### src/hw/tpg_pkg.sv
// Purpose: shared constants and carrier types of the ten-bit pwm generator
// Assumes: 8-bit register port, one 100 MHz clock
// Notes: offsets are register indexes on the plain register port
package tpg_pkg;
    localparam int CHAN_N = 2;
    localparam int TMR_N = 3;
    localparam int DUTY_W = 10;
    localparam int ADDR_W = 5;
    localparam int CLK_PERIOD_NS = 10;

    // register map
    localparam int OFS_CH_BASE = 'h00;
    localparam int OFS_CH_STRIDE = 'h03;
    localparam int OFS_CTRL = 'h0;
    localparam int OFS_DHI = 'h1;
    localparam int OFS_DLO = 'h2;
    localparam logic [4:0] OFS_TSEL = 5'h06;
    localparam logic [4:0] OFS_DIR = 5'h07;
    localparam int OFS_TMR_BASE = 'h08;
    localparam int OFS_TMR_STRIDE = 'h04;
    localparam int OFS_TCNT = 'h0;
    localparam int OFS_TPER = 'h1;
    localparam int OFS_TCON = 'h2;

    // field positions
    localparam int CTRL_EN_BIT = 7;
    localparam int CTRL_OUT_BIT = 5;
    localparam int CTRL_POL_BIT = 4;
    localparam int DLO_LSB = 6;
    localparam int TCON_ON_BIT = 7;
    localparam int TCON_PS_LSB = 0;
    localparam int TSEL_CH_LSB = 4;

    // reset values
    localparam logic [7:0] TSEL_RST = 8'h55;
    localparam logic [7:0] TPER_RST = 8'hFF;
    localparam logic [7:0] DHI_RST = 8'h00;
    localparam logic [1:0] DLO_RST = 2'h0;
    localparam logic [1:0] TCON_PS_RST = 2'h0;

    // timer select codes
    localparam logic [1:0] TSEL_SECOND = 2'h2;
    localparam logic [1:0] TSEL_THIRD = 2'h3;

    // system clocks per timer step minus one, indexed by prescale code 1:1, 1:4, 1:16, 1:64
    localparam logic [7:0] SC_LIMIT [4] = '{8'h03, 8'h0F, 8'h3F, 8'hFF};

    typedef struct packed {
        logic wrap;
        logic [DUTY_W-1:0] tbase;
    } tpg_tick_type;

    typedef struct packed {
        logic en;
        logic polarity_select_bit;
        logic [DUTY_W-1:0] duty;
    } tpg_chcfg_type;
endpackage

### src/hw/tpg_timer.sv
// Purpose: 8-bit period timer fed by the quarter-rate instruction clock
// Assumes: i_run is low while the timer is off or the device sleeps
// Notes: the prescaler counter doubles as the low two bits of the time base
module tpg_timer (
    input wire logic i_clk,
    input wire logic i_resetn,
    input wire logic i_run,
    input wire logic [7:0] i_period,
    input wire logic [1:0] i_prescale,
    output tpg_pkg::tpg_tick_type o_tick,
    output logic [7:0] o_count
);
    logic [7:0] count_q;
    logic [7:0] sc_q;
    logic last;
    logic at_period;

    assign last = (sc_q == tpg_pkg::SC_LIMIT[i_prescale]);
    assign at_period = (count_q == i_period);
    assign o_count = count_q;

    // the step enable is sc_q wrapping: four system clocks times the prescale
    always_ff @(posedge i_clk or negedge i_resetn) begin
        if (!i_resetn) begin
            sc_q <= 8'h00;
            count_q <= 8'h00;
        end else if (i_run) begin
            if (last) begin
                sc_q <= 8'h00;
                count_q <= at_period ? 8'h00 : 8'(count_q + 8'h01);
            end else begin
                sc_q <= 8'(sc_q + 8'h01);
            end
        end
    end

    always_comb begin
        o_tick.wrap = i_run && last && at_period;
        unique case (i_prescale)
            2'h0: o_tick.tbase = {count_q, sc_q[1:0]};
            2'h1: o_tick.tbase = {count_q, sc_q[3:2]};
            2'h2: o_tick.tbase = {count_q, sc_q[5:4]};
            2'h3: o_tick.tbase = {count_q, sc_q[7:6]};
        endcase
    end
endmodule

### src/hw/tpg_channel.sv
// Purpose: one modulator channel with double-buffered duty; polarity is applied unbuffered
// Assumes: tick comes from the timer chosen for this channel
// Notes: out level is registered together with the raw level, so the pin changes in the same clock as raw_q
module tpg_channel (
    input wire logic i_clk,
    input wire logic i_resetn,
    input wire logic i_run,
    input tpg_pkg::tpg_tick_type i_tick,
    input tpg_pkg::tpg_chcfg_type i_cfg,
    output logic o_out
);
    logic [tpg_pkg::DUTY_W-1:0] buf_q;
    logic raw_q;
    logic raw_d;
    logic out_q;
    logic wrap_q;

    assign o_out = out_q;

    always_ff @(posedge i_clk or negedge i_resetn) begin
        if (!i_resetn) begin
            buf_q <= '0;
        end else if (i_run && i_cfg.en && i_tick.wrap) begin
            buf_q <= i_cfg.duty;
        end
    end

    // set one clock after the wrap, once the timer reads zero, so the high time is exactly
    // duty steps; a duty beyond the last time base value is never matched, so the level stays set
    always_comb begin
        raw_d = raw_q;
        if (!i_cfg.en) begin
            raw_d = 1'b0;
        end else if (wrap_q) begin
            raw_d = (buf_q != '0);
        end else if (i_tick.tbase == buf_q) begin
            raw_d = 1'b0;
        end
    end

    always_ff @(posedge i_clk or negedge i_resetn) begin
        if (!i_resetn) begin
            raw_q <= 1'b0;
            out_q <= 1'b0;
            wrap_q <= 1'b0;
        end else if (i_run) begin
            wrap_q <= i_tick.wrap;
            raw_q <= raw_d;
            out_q <= raw_d ^ i_cfg.polarity_select_bit;
        end
    end
endmodule

### src/hw/tpg_pwm_top.sv
// Purpose: two ten-bit pwm channels on three selectable 8-bit period timers
// Assumes: register port is synchronous to i_clk; i_sleep freezes the block
// Notes: registers are 8 bits wide; unmapped reads return zero
// Functional notes
// - each channel resolves duty to ten bits.
// - each channel picks its timer by its own select field, first timer at reset.
// - channels on one timer share its period, duty stays per channel.
// - no timer postscaler takes part in modulation.
// - all channels on a timer go active when that timer clears.
// - a channel goes inactive when the ten-bit time base equals its duty.
// - duty at or past the period never clears the output.
// - duty registers load into buffers at period match; software writes before it.
// - after period match: clear timer, latch duty, go active unless duty is zero.
// - polarity bit set inverts the output.
// - period is (period value plus one) times four oscillator clocks times prescale.
// - duty is high byte plus bits 7:6 of low register, writable anytime.
// - pulse width is duty times oscillator clock times prescale.
// - time base is timer count with two prescaler or clock bits below.
// - resolution is log2 of four times period plus one, ten bits at 255.
// - a pulse width longer than the period leaves the pin unchanged.
// - sleep stops timers, freezes state, holds output; wake resumes the count.
// - reset makes pins inputs and restores control and duty registers.
// - control register: enable bit 7, output level bit 5, polarity bit 4.
// - select 11 third timer, 10 second, 01 first, 00 reserved.
//
// Strobed register access and the placing of the registers were decided locally.
module tpg_pwm_top (
    input wire logic i_clk,
    input wire logic i_resetn,
    input wire logic i_sleep,
    input wire logic [tpg_pkg::ADDR_W-1:0] i_addr,
    input wire logic [7:0] i_wdata,
    input wire logic i_wr,
    input wire logic i_rd,
    output logic [7:0] o_rdata,
    output logic [tpg_pkg::CHAN_N-1:0] o_pwm,
    output logic [tpg_pkg::CHAN_N-1:0] o_pwm_oe
);
    localparam int NC = tpg_pkg::CHAN_N;
    localparam int NT = tpg_pkg::TMR_N;

    logic [7:0] tsel_q;
    logic [NC-1:0] oe_q;
    logic [7:0] rdata_q;
    logic [7:0] rdata_d;

    logic [NC-1:0] en_q;
    logic [NC-1:0] pol_q;
    logic [7:0] dhi_q [NC];
    logic [1:0] dlo_q [NC];
    logic [NC-1:0] out_lvl;

    logic [NT-1:0] ton_q;
    logic [7:0] tper_q [NT];
    logic [1:0] tps_q [NT];
    logic [7:0] tcnt [NT];
    tpg_pkg::tpg_tick_type tick [NT];

    logic [1:0] tidx [NC];
    tpg_pkg::tpg_tick_type ch_tick [NC];

    assign o_rdata = rdata_q;
    assign o_pwm = out_lvl;
    assign o_pwm_oe = oe_q;

    // shared registers: timer routing and pin direction
    always_ff @(posedge i_clk or negedge i_resetn) begin
        if (!i_resetn) begin
            tsel_q <= tpg_pkg::TSEL_RST;
        end else if (i_wr && i_addr == tpg_pkg::OFS_TSEL) begin
            tsel_q <= i_wdata;
        end
    end

    // oe high means the pin is driven; reset leaves every pin an input
    always_ff @(posedge i_clk or negedge i_resetn) begin
        if (!i_resetn) begin
            oe_q <= '0;
        end else if (i_wr && i_addr == tpg_pkg::OFS_DIR) begin
            oe_q <= ~i_wdata[NC-1:0];
        end
    end

    // timers, one per generate entry; the postscaler is not modelled as it never
    // feeds the modulator
    for (genvar t = 0; t < NT; t++) begin : g_tmr
        localparam logic [4:0] A_TCNT = 5'(tpg_pkg::OFS_TMR_BASE + t * tpg_pkg::OFS_TMR_STRIDE + tpg_pkg::OFS_TCNT);
        localparam logic [4:0] A_TPER = 5'(tpg_pkg::OFS_TMR_BASE + t * tpg_pkg::OFS_TMR_STRIDE + tpg_pkg::OFS_TPER);
        localparam logic [4:0] A_TCON = 5'(tpg_pkg::OFS_TMR_BASE + t * tpg_pkg::OFS_TMR_STRIDE + tpg_pkg::OFS_TCON);

        always_ff @(posedge i_clk or negedge i_resetn) begin
            if (!i_resetn) begin
                tper_q[t] <= tpg_pkg::TPER_RST;
            end else if (i_wr && i_addr == A_TPER) begin
                tper_q[t] <= i_wdata;
            end
        end

        always_ff @(posedge i_clk or negedge i_resetn) begin
            if (!i_resetn) begin
                ton_q[t] <= 1'b0;
                tps_q[t] <= tpg_pkg::TCON_PS_RST;
            end else if (i_wr && i_addr == A_TCON) begin
                ton_q[t] <= i_wdata[tpg_pkg::TCON_ON_BIT];
                tps_q[t] <= i_wdata[tpg_pkg::TCON_PS_LSB +: 2];
            end
        end

        tpg_timer u_timer (
            .i_clk(i_clk),
            .i_resetn(i_resetn),
            .i_run(ton_q[t] && !i_sleep),
            .i_period(tper_q[t]),
            .i_prescale(tps_q[t]),
            .o_tick(tick[t]),
            .o_count(tcnt[t])
        );
    end

    // channels
    for (genvar c = 0; c < NC; c++) begin : g_ch
        localparam logic [4:0] A_CTRL = 5'(tpg_pkg::OFS_CH_BASE + c * tpg_pkg::OFS_CH_STRIDE + tpg_pkg::OFS_CTRL);
        localparam logic [4:0] A_DHI = 5'(tpg_pkg::OFS_CH_BASE + c * tpg_pkg::OFS_CH_STRIDE + tpg_pkg::OFS_DHI);
        localparam logic [4:0] A_DLO = 5'(tpg_pkg::OFS_CH_BASE + c * tpg_pkg::OFS_CH_STRIDE + tpg_pkg::OFS_DLO);
        logic [1:0] sel;
        tpg_pkg::tpg_chcfg_type cfg;

        always_ff @(posedge i_clk or negedge i_resetn) begin
            if (!i_resetn) begin
                en_q[c] <= 1'b0;
                pol_q[c] <= 1'b0;
            end else if (i_wr && i_addr == A_CTRL) begin
                en_q[c] <= i_wdata[tpg_pkg::CTRL_EN_BIT];
                pol_q[c] <= i_wdata[tpg_pkg::CTRL_POL_BIT];
            end
        end

        // duty may be written at any time; only the buffer copy drives the compare
        always_ff @(posedge i_clk or negedge i_resetn) begin
            if (!i_resetn) begin
                dhi_q[c] <= tpg_pkg::DHI_RST;
                dlo_q[c] <= tpg_pkg::DLO_RST;
            end else if (i_wr) begin
                if (i_addr == A_DHI) begin
                    dhi_q[c] <= i_wdata;
                end
                if (i_addr == A_DLO) begin
                    dlo_q[c] <= i_wdata[tpg_pkg::DLO_LSB +: 2];
                end
            end
        end

        // reserved code 00 falls back to the first timer rather than stalling
        assign sel = tsel_q[tpg_pkg::TSEL_CH_LSB + 2 * c +: 2];
        assign tidx[c] = (sel == tpg_pkg::TSEL_THIRD) ? 2'h2 :
                         (sel == tpg_pkg::TSEL_SECOND) ? 2'h1 : 2'h0;
        assign ch_tick[c] = tick[tidx[c]];

        assign cfg.en = en_q[c];
        assign cfg.polarity_select_bit = pol_q[c];
        assign cfg.duty = {dhi_q[c], dlo_q[c]};

        tpg_channel u_chan (
            .i_clk(i_clk),
            .i_resetn(i_resetn),
            .i_run(!i_sleep),
            .i_tick(ch_tick[c]),
            .i_cfg(cfg),
            .o_out(out_lvl[c])
        );

    end

    // read side: data stand only in the cycle after the strobe
    always_comb begin
        rdata_d = 8'h00;
        if (i_rd) begin
            if (i_addr == tpg_pkg::OFS_TSEL) begin
                rdata_d = tsel_q;
            end
            if (i_addr == tpg_pkg::OFS_DIR) begin
                rdata_d[NC-1:0] = ~oe_q;
            end
            for (int c = 0; c < NC; c++) begin
                if (i_addr == 5'(tpg_pkg::OFS_CH_BASE + c * tpg_pkg::OFS_CH_STRIDE + tpg_pkg::OFS_CTRL)) begin
                    rdata_d[tpg_pkg::CTRL_EN_BIT] = en_q[c];
                    rdata_d[tpg_pkg::CTRL_OUT_BIT] = out_lvl[c];
                    rdata_d[tpg_pkg::CTRL_POL_BIT] = pol_q[c];
                end
                if (i_addr == 5'(tpg_pkg::OFS_CH_BASE + c * tpg_pkg::OFS_CH_STRIDE + tpg_pkg::OFS_DHI)) begin
                    rdata_d = dhi_q[c];
                end
                if (i_addr == 5'(tpg_pkg::OFS_CH_BASE + c * tpg_pkg::OFS_CH_STRIDE + tpg_pkg::OFS_DLO)) begin
                    rdata_d[tpg_pkg::DLO_LSB +: 2] = dlo_q[c];
                end
            end
            for (int t = 0; t < NT; t++) begin
                if (i_addr == 5'(tpg_pkg::OFS_TMR_BASE + t * tpg_pkg::OFS_TMR_STRIDE + tpg_pkg::OFS_TCNT)) begin
                    rdata_d = tcnt[t];
                end
                if (i_addr == 5'(tpg_pkg::OFS_TMR_BASE + t * tpg_pkg::OFS_TMR_STRIDE + tpg_pkg::OFS_TPER)) begin
                    rdata_d = tper_q[t];
                end
                if (i_addr == 5'(tpg_pkg::OFS_TMR_BASE + t * tpg_pkg::OFS_TMR_STRIDE + tpg_pkg::OFS_TCON)) begin
                    rdata_d[tpg_pkg::TCON_ON_BIT] = ton_q[t];
                    rdata_d[tpg_pkg::TCON_PS_LSB +: 2] = tps_q[t];
                end
            end
        end
    end

    always_ff @(posedge i_clk or negedge i_resetn) begin
        if (!i_resetn) begin
            rdata_q <= 8'h00;
        end else begin
            rdata_q <= rdata_d;
        end
    end
endmodule

### config.mk
export PLATFORM = sky130hd
export DESIGN_NAME = tpg_pwm_top
export DESIGN_NICKNAME = d
export VERILOG_FILES = /design/src/hw/tpg_pkg.sv /design/src/hw/tpg_timer.sv /design/src/hw/tpg_channel.sv /design/src/hw/tpg_pwm_top.sv
export SDC_FILE = /design/constraint.sdc
export NUM_CORES = 1
export LEC_CHECK = 0
export BUFFER_PORTS_ARGS = -buffer_cell sky130_fd_sc_hd__buf_2
export CAP_MARGIN = 20
export CORE_ASPECT_RATIO = 1.1
export CORE_MARGIN = 10
export CORE_UTILIZATION = 50
export CTS_BUF_LIST = sky130_fd_sc_hd__clkbuf_4 sky130_fd_sc_hd__clkbuf_8
export DETAILED_ROUTE_END_ITERATION = 10
export GPL_TIMING_DRIVEN = 1
export PLACE_DENSITY_LB_ADDON = 0.3
export SLEW_MARGIN = 20
export SYNTH_ARGS = -nofsm -noshare
export SYNTH_HDL_FRONTEND = slang
export SYNTH_SLANG_ARGS = --single-unit
### constraint.sdc
create_clock -name i_clk -period 3.2 [get_ports i_clk]
set_input_delay 0.64 -clock i_clk [delete_from_list [all_inputs] [get_ports i_clk]]
set_output_delay 0.64 -clock i_clk [all_outputs]
set_load 0.02 [all_outputs]
==> results.toml <==
[logic_synthesis]
yosys.area_share.simple = 0.1727
synth_xor_area_frac = 0.07078
syn_nets = 942
async_flop_share = 1.000
synth_cell_type_count = 80
synth_fa_ha_area_frac = 0.01662
synth_top_cell_by_area = "dfrtp_1"
postSynthCellCount = 912
synthMuxAreaShare = 0.1434
synth_compound_area_frac = 0.1450
yosysMostFrequentCell = "dfrtp_1"
avgSynthCellArea_um2 = 9.905
syn_area_um2 = 9034
synth_area_leaders = "dfrtp_1 (34%), mux2_2 (8.2%), dfstp_2 (8.1%), xnor2_1 (5.0%), nand2_1 (3.7%)"
synth_edf_count = 0
netlist_top_cells_count = "dfrtp_1 (121), nand2_1 (89), mux2_2 (66)"
synth-seq-cells = 149
synth_ff_type = "dfrtp_1"
yosysWarnings = 0
synth.top_cell.area_share = 0.3352
yosysSeqAreaShare = 0.4166
synth_top_family_by_area = "simple AND/OR/NAND/NOR gates"

[min_path]
hp-class = "in2async"

[detailed_routing]
first_pass_iters = 6
vias = 7218
viasPerCell = 6.096
routed_wl_um = 25320
route.detailed.wl_per_inst_um = 21.38
drc = 0
drtAntennaViolNets = 0
first_iter_violations = 907

[sta]
slew_violations = 0
finalCriticalPeriod_ns = 2.781
relSlewSlack = 0.5306
hold_viol = 0
setup_violations = 0
tightest_slew_ns = 0.7041
rsz0062_at_grt = "no"
tns_ns = 0
fmax_mhz = 359.6
skew_ns = 0.009766
final.period_utilization = 0.8689

[floorplanning]
die_area_um2 = 23850
rows = 51
boundaryPins = 30
fp.dieW_um = 148.2
core-area_um2 = 17740
start_util = 0.5092
die_y_um = 161.0

[cts]
cts-resized-gates = 0
cts.reportedPaths.clkPinSlew_ns = 0.09
cts_tree = "yes"
clk_latency_ns = 0.47
clockBufferDepth = 2
root_buffer = "clkbuf_8"
cts_inserted_buffers = 17
postCtsHoldBufs = 0
post_cts_buffers = 0
cts.sinks = 149
cts_max_level = 4

[power_and_ir_drop]
leakagePower_uw = 0.004170
p_per_area_nw_per_um2 = 578.3
ir_worst_vdd_mv = 0.2950

[worst_setup_path]
cp-start-kind = "register"
r2r_start = "tps_q[5]$_DFFE_PN0P_"
reg2reg_depth = 9
cp.arrival_ns = 3.14
cp.required_ns = 3.56
r2r_setup_slack_ns = 0.42
critPathKind = "reg2reg"
end_kind = "register"
r2r-end = "g_ch[1].u_chan.buf_q[4]$_DFFE_PN0P_"
crit_fanout = 12

[grt]
grt_overflow_total = 0
grt_max_degree = 75
grt_usage = 0.2131
grt_antenna_before_repair = 0
grt_pass1_vias = 6871
busiest_layer = "met2"
grt_use_met2 = 0.3252
grtUsageMet1 = 0.2902
use_met3 = 0.03801
grt_pass1_wl_um = 39830

[finish]
diodes = 0
stdcell_area_um2 = 9834
multi_input_area_um2 = 4955
syn2layout_area_growth_pct = 8.864
nFillCells = 1580
register_area_um2 = 3764
finalNetCount = 963
drive_above_1_share = 0.2410

[placement]
gp_congestion = 1.009
placed_area_um2 = 9409
io_buffers = 29
dp_hpwl_um = 18740

[status]
status = "finished clean"

[job]
cap_violations = 0
==> placed cells by master, fill, tap and decap left out, types with 5 or more instances in the layout <==
cell      synthesis  layout
mux2_2           66      66
nor2_1           50      50
inv_1             7       7
nor4_1            7       7
and2_1            7       7
dfrtp_1         121     121
xor2_1           21      21
ha_1             12      12
mux2i_1          24      24
a22oi_1           7       7
a21o_1            7       7
nand4_1          11      11
nor3b_1           8       8
nor2b_1          20      20
o32ai_1           6       6
buf_2            29      28
nand3_1          36      36
mux2_4           20      20
nand2b_1         19      19
buf_4             4      25
and3_1           12      12
dfstp_2          28      28
o21ai_0          55      55
clkbuf_8          0      18
nor3_1           16      16
a21oi_1          47      47
xnor2_1          52      52
nand2_1          89      89
o31ai_1          11      11
a31oi_1           7       7
o221ai_1          5       5
o22ai_1          11      11
o211ai_1          5       5
==> power breakdown <==
| group | internal, uW | leakage, uW | switching (uW) |
|---|---|---|---|
| combinational | 685 | 0.00205 | 643 |
| clock | 814 | 0.000217 | 787 |
| sequential | 2240 | 0.00191 | 521 |
| total | 3740 | 0.00417 | 1950 |
==> final cells by class <==
| class | count | share of cell area |
|---|---|---|
| clock inverters | 13 | 0.01730 |
| clock buffers | 19 | 0.02595 |
| well taps | 238 | 0.03028 |
| multi-input cells | 701 | 0.5038 |
| inverters | 9 | 0.003435 |
| repair buffers | 55 | 0.03651 |
| flip-flops and latches | 149 | 0.3827 |
==> state kept, by name (all words and copies together), names as in the netlist <==
| name | cells |
|---|---|
| tps_q | 6 |
| g_ch.cfg | 2 |
| g_tmr.u_timer.o_count | 24 |
| en_q | 2 |
| tper_q | 24 |
| tsel_q | 8 |
| o_rdata | 8 |
| dhi_q | 16 |
| o_pwm_oe | 2 |
| g_ch.u_chan.wrap_q | 2 |
| g_ch.u_chan.raw_q | 2 |
| g_ch.u_chan.buf_q | 20 |
| g_tmr.u_timer.sc_q | 24 |
| dlo_q | 4 |
| g_ch.u_chan.o_out | 2 |
| ton_q | 3 |
==> critical path, stage by stage (launching register included) <==
cell	delay, ns
dfrtp_1	0.59
and2_1	0.22
ha_1	0.23
nor3b_1	0.30
o2111a_2	0.36
nand2_2	0.11
nor3b_2	0.19
a31o_1	0.12
buf_4	0.22
mux2_4	0.31
==> worst max-delay path by stage <==
stage | from | to | slack [ns] | cells past startpoint
after floorplan | tps_q[4]$_DFFE_PN0P_ | g_ch[1].u_chan.buf_q[0]$_DFFE_PN0P_ | 0.76 | 10
final | tps_q[5]$_DFFE_PN0P_ | g_ch[1].u_chan.buf_q[4]$_DFFE_PN0P_ | 0.42 | 9
after global placement | tps_q[5]$_DFFE_PN0P_ | g_ch[1].u_chan.buf_q[7]$_DFFE_PN0P_ | 0.57 | 9
after detailed placement | tps_q[5]$_DFFE_PN0P_ | g_ch[1].u_chan.buf_q[6]$_DFFE_PN0P_ | 0.47 | 9
after CTS | tps_q[5]$_DFFE_PN0P_ | g_ch[1].u_chan.buf_q[4]$_DFFE_PN0P_ | 0.43 | 9
after global routing | tps_q[5]$_DFFE_PN0P_ | g_ch[1].u_chan.buf_q[6]$_DFFE_PN0P_ | 0.20 | 9
==> routing by layer <==
metal	wire length, um	part of all wire	up-vias
met5	0	0	-
met4	814	0.032	0
met3	1484	0.059	58
met2	11780	0.47	295
met1	11240	0.44	3520
li1	-	-	3345
==> cells by family after synthesis <==
group           after synthesis
mux                         111
buf+inv                      62
flops                       149
compound gates              201
fa+ha+maj                    12
simple gates                304
xor+xnor                     73
==> metrics by stage <==
stage                     utilization  hold slack [ns]  worst slack [ns]  total power, uW  instances
final                          0.5544           0.1860            0.4195             5687       1184
after floorplan                     -           0.3444            0.7582             3660        912
after detailed placement       0.5304           0.4771            0.4730             4096       1152
after global placement         0.5304           0.4764            0.5739             4058       1152
after CTS                      0.5544           0.1986            0.4290             5695       1184
after global routing           0.5544           0.2333            0.2007             5988       1184
Note: power is estimated with default switching activity, not from simulation.
